<file path="config.mk">
export PLATFORM = sky130hd
export DESIGN_NAME = tswg_top
export DESIGN_NICKNAME = d
export VERILOG_FILES = /design/src/design/tswg_pkg.sv /design/src/design/tswg_top.sv
export SDC_FILE = /design/constraint.sdc
export NUM_CORES = 1
export LEC_CHECK = 0
export BUFFER_PORTS_ARGS = -buffer_cell sky130_fd_sc_hd__buf_4
export CELL_PAD_IN_SITES_DETAIL_PLACEMENT = 1
export CELL_PAD_IN_SITES_GLOBAL_PLACEMENT = 2
export CORE_MARGIN = 2
export CORE_UTILIZATION = 40
export DETAILED_ROUTE_END_ITERATION = 7
export PLACE_DENSITY = 0.88
export SYNTH_ARGS = -nofsm -noshare
export SYNTH_HDL_FRONTEND = slang
export SYNTH_SLANG_ARGS = --single-unit
</file>
<file path="constraint.sdc">
create_clock -name clock -period 4 [get_ports clock]
set_input_delay 0.8 -clock clock [delete_from_list [all_inputs] [get_ports clock]]
set_output_delay 0.8 -clock clock [all_outputs]
set_load 0.01 [all_outputs]
</file>
<file path="src/design/tswg_pkg.sv">
// Constants and types for the wheel-phased sync generator
// Function
// - All timing from one 1,006,992 Hz master tick
// - Every stage synchronous, no ripple counting
// - Deflection, blanking, clamp, mixed sync outputs
// - Converter sync at half line rate
// - Split-phase 420 Hz wheel motor drive
// - Compare wheel flag timing against vertical sync
// - Misphased flag makes motor counter skip one
// - One skip at the next step, however many misphased flags came before it
// - Correct phase arms no further skip, normal counting
// - Sync counters independent of motor counter
// - Colour flag gate on line 18, green
// - Line 17 tag for control unit
// - 60 Hz vertical signal for control unit
// - Horizontal rate sync for control unit
// - Wheel phase found automatically, then held
// - 525 lines per frame, 2:1 interlace
// - Field colours cycle red, blue, green
// - Motor drive phases offset 90 degrees
`default_nettype none
package tswg_pkg;
  localparam int unsigned CLOCK_HZ = 125000000;
  localparam int unsigned MASTER_HZ = 1006992;
  localparam logic [27:0] ACC_MOD = 28'(CLOCK_HZ);
  localparam logic [27:0] ACC_INC = 28'(MASTER_HZ);
  localparam logic [5:0] H_LAST = 6'h3f;           // 64 master ticks per line
  localparam logic [4:0] HALF_LAST = 5'h1f;        // 32 ticks per half-line
  localparam logic [9:0] FIELD_LAST = 10'h20c;     // 525 half-lines per field
  localparam logic [5:0] HBLANK_END = 6'h0b;       // Blanking 0.172 H
  localparam logic [5:0] HSYNC_BEGIN = 6'h01;
  localparam logic [5:0] HSYNC_END = 6'h06;
  localparam logic [5:0] CLAMP_BEGIN = 6'h07;
  localparam logic [4:0] SERRATION = 5'h1b;        // Broad pulse ends near half-line end
  localparam logic [9:0] VSYNC_BEGIN = 10'h006;
  localparam logic [9:0] VSYNC_END = 10'h00c;
  localparam logic [9:0] VBLANK_END = 10'h028;     // 20 lines of vertical blanking
  localparam logic [8:0] LINE_TAG = 9'h010;        // Line 17, counted from zero
  localparam logic [8:0] LINE_FLAG = 9'h011;       // Line 18, counted from zero
  localparam logic [9:0] FLAG_WINDOW = 10'h00c;    // Accept flags up to end of vsync
  localparam logic [9:0] MOTOR_DIV_LAST = 10'h257; // 600 ticks per quarter, ~420 Hz

  typedef enum logic [1:0] {
    TSWG_RED   = 2'h0,
    TSWG_BLUE  = 2'h1,
    TSWG_GREEN = 2'h3
  } tswg_color_type;

  typedef enum logic [1:0] {
    TSWG_SEARCH = 2'h0,
    TSWG_LOCKED = 2'h1
  } tswg_phase_type;

  typedef struct packed {
    logic h_drive;
    logic v_drive;
    logic sensor_blank;
    logic clamp;
    logic mixed_sync;
    logic mixed_blank;
  } tswg_video_type;

  typedef struct packed {
    logic converter_sync;
    logic ccu_vertical;
    logic ccu_horizontal;
    logic ccu_line_tag;
    logic color_flag_gate;
  } tswg_aux_type;

  typedef struct packed {
    logic drive_a;
    logic drive_b;
    logic phase_locked;
  } tswg_motor_type;
endpackage : tswg_pkg
`default_nettype wire

</file>
<file path="src/design/tswg_top.sv">
// Sync generator with colour-wheel motor phasing
`timescale 1ns/1ns
`default_nettype none
module tswg_top
  import tswg_pkg::*;
(
  input  wire logic              clock,      // 125 MHz system clock
  input  wire logic              reset_n,    // Asynchronous reset, active low
  input  wire logic              wheel_flag, // Optical pickup flag, synchronous
  output var  tswg_pkg::tswg_video_type video, // Deflection, blanking, sync
  output var  tswg_pkg::tswg_aux_type   aux,   // Converter and control unit timing
  output var  tswg_pkg::tswg_motor_type motor  // Wheel motor drive and lock
);
  import tswg_pkg::*;

  typedef struct packed {
    logic [27:0]    acc;
    logic           tick;
    logic [5:0]     h_tick;
    logic [9:0]     half_line;
    logic           odd_field;
    tswg_color_type color;
    logic [9:0]     motor_div;
    logic [1:0]     quarter;
    logic           skip;
    logic           flag_prev;
    tswg_phase_type phase;
    tswg_video_type video;
    tswg_aux_type   aux;
    tswg_motor_type motor;
  } tswg_state_type;

  tswg_state_type state;
  tswg_state_type next_state;

  function automatic logic in_range(input logic [9:0] v, input logic [9:0] lo, input logic [9:0] hi);
    in_range = (v >= lo) && (v < hi);
  endfunction : in_range

  logic [8:0] line_index;
  logic       flag_edge;
  logic       flag_good;
  logic       vsync_area;
  logic       field_wrap;
  logic       motor_step;

  ////////////////////////////////////////////////////////////////////////////
  always_comb
  begin
    next_state = state;
    // Fractional accumulator keeps the master rate exact on a 125 MHz clock
    next_state.tick = 1'b0;
    if ({1'b0, state.acc} + {1'b0, ACC_INC} >= {1'b0, ACC_MOD})
    begin
      next_state.acc = state.acc + ACC_INC - ACC_MOD;
      next_state.tick = 1'b1;
    end
    else
    begin
      next_state.acc = state.acc + ACC_INC;
    end

    // Line and field counting only ever sees the master tick, never the wheel
    field_wrap = state.tick && (state.h_tick[4:0] == HALF_LAST) && (state.half_line == FIELD_LAST);
    if (state.tick)
    begin
      next_state.h_tick = (state.h_tick == H_LAST) ? 6'h00 : state.h_tick + 6'h01;
      if (state.h_tick[4:0] == HALF_LAST)
      begin
        next_state.half_line = (state.half_line == FIELD_LAST) ? 10'h000 : state.half_line + 10'h001;
      end
    end
    if (field_wrap)
    begin
      next_state.odd_field = ~state.odd_field;
      case (state.color)
        TSWG_RED:   next_state.color = TSWG_BLUE;
        TSWG_BLUE:  next_state.color = TSWG_GREEN;
        TSWG_GREEN: next_state.color = TSWG_RED;
        default:    next_state.color = TSWG_RED;
      endcase
    end

    // Timing outputs decoded from the counters
    line_index = state.half_line[9:1];
    vsync_area = in_range(state.half_line, VSYNC_BEGIN, VSYNC_END);
    next_state.video.h_drive = (state.h_tick >= HSYNC_BEGIN) && (state.h_tick < HSYNC_END);
    next_state.video.v_drive = vsync_area;
    next_state.video.mixed_blank = (state.h_tick < HBLANK_END) || (state.half_line < VBLANK_END);
    next_state.video.sensor_blank = next_state.video.mixed_blank;
    next_state.video.clamp = (state.h_tick >= CLAMP_BEGIN) && (state.h_tick < HBLANK_END)
                             && (state.half_line >= VBLANK_END);
    // Serrated broad pulses keep horizontal lock through vertical sync
    next_state.video.mixed_sync = vsync_area ? (state.h_tick[4:0] < SERRATION) : next_state.video.h_drive;
    if (state.tick && (state.h_tick == H_LAST))
    begin
      next_state.aux.converter_sync = ~state.aux.converter_sync;
    end
    next_state.aux.ccu_vertical = vsync_area;
    next_state.aux.ccu_horizontal = next_state.video.h_drive;
    next_state.aux.ccu_line_tag = (line_index == LINE_TAG);
    next_state.aux.color_flag_gate = (state.color == TSWG_GREEN) && (line_index == LINE_FLAG)
                                     && (state.h_tick >= HBLANK_END);

    // Phase comparator: a flag edge must land early in a green field
    next_state.flag_prev = wheel_flag;
    flag_edge = wheel_flag && !state.flag_prev;
    flag_good = (state.color == TSWG_GREEN) && (state.half_line < FLAG_WINDOW);
    case (state.phase)
      TSWG_SEARCH: if (flag_edge && flag_good) next_state.phase = TSWG_LOCKED;
      TSWG_LOCKED: if (flag_edge && !flag_good) next_state.phase = TSWG_SEARCH;
      default:     next_state.phase = TSWG_SEARCH;
    endcase
    next_state.motor.phase_locked = (next_state.phase == TSWG_LOCKED);

    // Motor quarter-cycle divider; a skip holds the quarter for one extra step
    motor_step = 1'b0;
    if (state.tick)
    begin
      if (state.motor_div == MOTOR_DIV_LAST)
      begin
        next_state.motor_div = 10'h000;
        motor_step = 1'b1;
      end
      else
      begin
        next_state.motor_div = state.motor_div + 10'h001;
      end
    end
    if (motor_step)
    begin
      if (state.skip)
      begin
        next_state.skip = 1'b0;
      end
      else
      begin
        next_state.quarter = state.quarter + 2'h1;
      end
    end
    // A new misphased flag wins over the clear of a pending skip
    if (flag_edge && !flag_good)
    begin
      next_state.skip = 1'b1;
    end
    next_state.motor.drive_a = next_state.quarter[1];
    next_state.motor.drive_b = next_state.quarter[1] ^ next_state.quarter[0];
  end

  ////////////////////////////////////////////////////////////////////////////
  always_ff @(posedge clock or negedge reset_n)
  begin
    if (!reset_n)
    begin
      state <= '0;
    end
    else
    begin
      state <= next_state;
    end
  end

  assign video = state.video;
  assign aux = state.aux;
  assign motor = state.motor;
endmodule : tswg_top
`default_nettype wire

</file>
# After elaboration in Yosys (flattened, before gate mapping)
# Index checks and enable logic that the tools add are counted.
# totals
output_inout_bits	14
reg_bits	74
inputBits	3
wordCells	86
# classes
n_bitwise	2
n_eq_ne	10
add_sub_neg	7
n_reduce_logical	20
mux	15
order_cmp	11
# ops
op	n
28-bit by 20-bit adder with 29-bit output (second input constant)	1
29-bit by 27-bit >= comparator with 1-bit output (second input constant)	1
28-bit by 20-bit adder with 28-bit output (second input constant)	1
28-bit two-way mux	1
28-bit by 27-bit subtractor with 28-bit output (second input constant)	1
10-bit by 1-bit adder with 10-bit output (second input constant)	2
10-bit == test (second input constant)	2
10-bit two-way mux	2
9-bit by 5-bit == test with 1-bit output (second input constant)	2
1-bit logical AND	13
10-bit by 3-bit >= comparator with 1-bit output (second input constant)	1
10-bit by 6-bit >= comparator with 1-bit output (second input constant)	1
10-bit by 4-bit < comparator with 1-bit output (second input constant)	1
10-bit by 6-bit < comparator with 1-bit output (second input constant)	1
2-bit one-hot mux with 2 select lines	2
6-bit by 1-bit adder with 6-bit output (second input constant)	1
2-bit by 1-bit == test with 1-bit output (second input constant)	3
6-bit == test (second input constant)	1
6-bit by 1-bit >= comparator with 1-bit output (second input constant)	1
6-bit by 3-bit >= comparator with 1-bit output (second input constant)	1
6-bit by 4-bit >= comparator with 1-bit output (second input constant)	1
6-bit by 3-bit < comparator with 1-bit output (second input constant)	1
6-bit by 4-bit < comparator with 1-bit output (second input constant)	1
2-bit two-way mux	3
14 further kinds	20

# Longest topological paths before layout
# depth
word_depth	7
mapped_depth	13

# Worst setup path after synthesis
# No wires, ideal clock.
# synth_timing
path_kind	register to register
start	reg state[54] (netlist bit)
end	reg state[72] (netlist bit)
period_less_slack_ns	2.939
slack_ns	1.061
n_path_buf	0
arrival_ns	2.860
path_stages_with_launch	11
setup_ns	0.079
required_ns	3.921
cell_sequence	dfrtp_1 -> ha_1 -> a211o_1 -> a211oi_2 -> o21ai_2 -> nor4_2 -> a311oi_2 -> a22o_1 -> or4_4 -> o211ai_2 -> xor2_1
# synth_rtl
item	line	source
start, declared	tswg_top.sv:33	tswg_state_type state;
start signal, assigned	tswg_top.sv:159	state <= next_state;

==> impl_metrics.csv <==
group,metric,value,unit
setup_path,critPathKind,"reg -> reg",
floorplanning,die_h,109,µm
setup_path,crit_required,4.24,ns
synth,synth_area_leaders,"dfrtp_1 39%, xnor2_1 7.4%, nand2_1 4.8%",
synth,yosysTopAreaCellShare,39.2,%
timing,slew_headroom,41.0,%
timing,hold_violations,0,
power,finalPower,1.23,mW
setup_path,worstPathCellList,"ha_1 > a211o_1 > a211oi_2 > o21ai_2 > nor4_2 > a311oi_2 > a22oi_4 > nand2_1 > inv_1 > o311ai_0 > xnor2_1",
timing,timing.final.crit_share,91.1,%
synth,synthFlopType,"dfrtp_1",
power,p_per_area,265,nW/µm²
timing,setup_violations,0,
power,peakVddDrop,0.141,mV
synth,synthTopCellsByCount,"69 x dfrtp_1, 56 x nand2_1, 41 x nor2_1",
detailed_routing,drtAntennaViolNets,0,
cts,root_buffer,"clkbuf_8",
cts,numClockSinks,69,
cts,cts_hold_buf,0,
global_routing,antenna_found_initial,0,
setup_path,crit_family,"compound AO/OA/AOI/OAI gates",
setup_path,slowest_stage,"dfrtp_1",
setup_path,cp-start-kind,"flip-flop",
final_layout,n_antenna_cell,0,
place,gp_congestion,0.851,
setup_path,reg2reg_depth,11,
final_layout,drive_gt1_share,11.6,%
final_layout,syn2layout_area_growth,5.88,%
setup_path,r2r_start,"state[54]",
synth,ys_seq_area_share,39.2,%
synth,synth.distinct_cells,70,
floorplanning,start_util,40.8,%
cts,cts.repair.resized,0,
cts,clk_path_buf_depth,2,
floorplanning,num_rows,38,
setup_path,cp_data_arrival_time,3.88,ns
global_routing,grt_first_pass_wirelength,17400,µm
final_layout,final_cells,615,
detailed_routing,dr.pass1.iters,5,
detailed_routing,drt_iter0_drc,248,
setup_path,slowest_delay,0.46,ns
detailed_routing,viasPerCell,5.57,
cts,cts_setup_buffers,0,
global_routing,grt_max_degree,70,
synth,yosysWarnings,0,
job,maxCapViolations,0,
detailed_routing,wirelength,10100,µm
setup_path,regToRegSetupSlack,0.36,ns
timing,period_needed,3.64,ns
synth,yosys.area.top_type,"dfrtp_1",
synth,synth_most_common_cell,"dfrtp_1",
synth,synthArstFlopShare,100,%
timing,max_freq,274,MHz
timing,worst_slack,0.355,ns
floorplanning,num_io_pins,17,
timing,drv_slew,0,
global_routing,track_usage,18.8,%
cts,path_clk_slew,0.08,ns
synth,synth-seq-cells,69,
power,p_leak,1.87,nW
global_routing,grt_pass1_vias,3538,
final_layout,finish.utilization,43.2,%
cts,worstSkewPairLatency,0.36,ns
synth,synth-edff-count,0,
setup_path,crit_buf_inv,1,
cts,cts-htree-levels,3,
place,hpwl,7230,µm
setup_path,cp_max_fo,17,
floorplanning,die_x,109,µm
cts,cts_buffers,9,
place,place_inst,600,
min_path,hp-class,"reg -> reg",
synth,synth_nets,493,
synth,syn_inst,479,
run_status,outcome,"completed",
timing,skew,0.00594,ns
final_layout,layout.nets,485,
floorplanning,die-area,11900,µm²
timing,rsz0062_at_grt,"false",
detailed_routing,wire_per_inst,16.4,µm
min_path,holdPathStages,1,
cts,cts_tree,"yes",
synth,synth.avg_cell_area,9.19,µm²
setup_path,reg2reg_to,"state[69]",
min_path,min_from,"state[15]",
min_path,hold_end,"state[14]",
global_routing,grt_overflow_total,0,
timing,tns,0,ns
detailed_routing,num_vias,3426,
place,dp_slack,0.388,ns
floorplanning,core,10800,µm²
detailed_routing,drc,0,
place,portBuffers,16,
timing,worst_slew_pin_slew,0.885,ns
synth,syn_area,4400,µm²
setup_path,endpoint_kind,"flip-flop",
==> cell type report <==
type | instances | area (µm²)
inverters | 14 | 52.6
well taps | 140 | 175
repair buffers | 19 | 143
clock buffers | 11 | 141
clock inverters | 4 | 25.0
fillers | 1247 | 6130
multi-input cells | 358 | 2400
flip-flops and latches | 69 | 1730
==> registers in the layout, indices dropped and copies added, names as in the netlist <==
register    flops
aux             5
line_index      9
motor           3
state          49
video           3
==> worst max-delay path by stage <==
stage | start | endpoint | slack (ns) | cells after the start
finish | state[54] | state[69] | 0.36 | 11
CTS | state[54] | state[69] | 0.37 | 11
detailed placement | state[54] | state[69] | 0.39 | 11
floorplan | state[54] | state[72] | 1.06 | 10
global placement | state[54] | state[69] | 0.53 | 11
global route | state[54] | state[69] | 0.10 | 11
==> report_power, final <==
group          internal [mW]  switching (mW)
clock network          0.236           0.279
logic                0.00281          0.0159
registers              0.699        0.000776
==> stage by stage <==
stage / hold slack, ns / instance area [µm²]
after global routing: 0.462 / 4660
final: 0.442 / 4660
after detailed placement: 0.439 / 4500
after global placement: 0.423 / 4500
after CTS: 0.445 / 4660
after floorplan: 0.414 / 4400
==> routing by layer <==
layer,track usage (%),vias to the layer above,share of wire [%]
met5,0,-,0
met4,6.04,0,1.4
met1,25.1,1719,49
met3,3.95,13,2.7
li1,-,1662,-
met2,30.5,32,47
==> cell usage in the layout, fill, tap and decap left out, drive strengths merged, types with 4 or more instances in the layout <==
master	Yosys	final
dfrtp	69	69
nand2	56	56
nor2	41	41
xnor2	37	37
o21ai	30	30
xor2	22	22
buf	23	19
a21oi	17	17
nand3	16	16
inv	14	14
nor4	12	12
nand4	11	11
ha	11	11
clkbuf	15	11
nor3	9	9
o21a	7	7
and2	7	7
o31ai	6	6
a211oi	6	6
a31oi	5	5
or3	5	5
o22ai	5	5
nand2b	4	4
and3	4	4
o311ai	4	4
==> cell families after synthesis <==
kind of cell | Yosys count | share of synthesized area (%)
AND/OR/NAND/NOR | 181 | 21.3
multiplexers | 2 | 0.455
flip-flops | 69 | 39.2
adder cells (fa/ha/maj) | 11 | 3.13
XOR/XNOR | 59 | 11.7
buffers and inverters | 52 | 6.31
other | 1 | 0.0852
AO/OA/AOI/OAI | 104 | 17.8
Power figures use the tool's default switching activity.
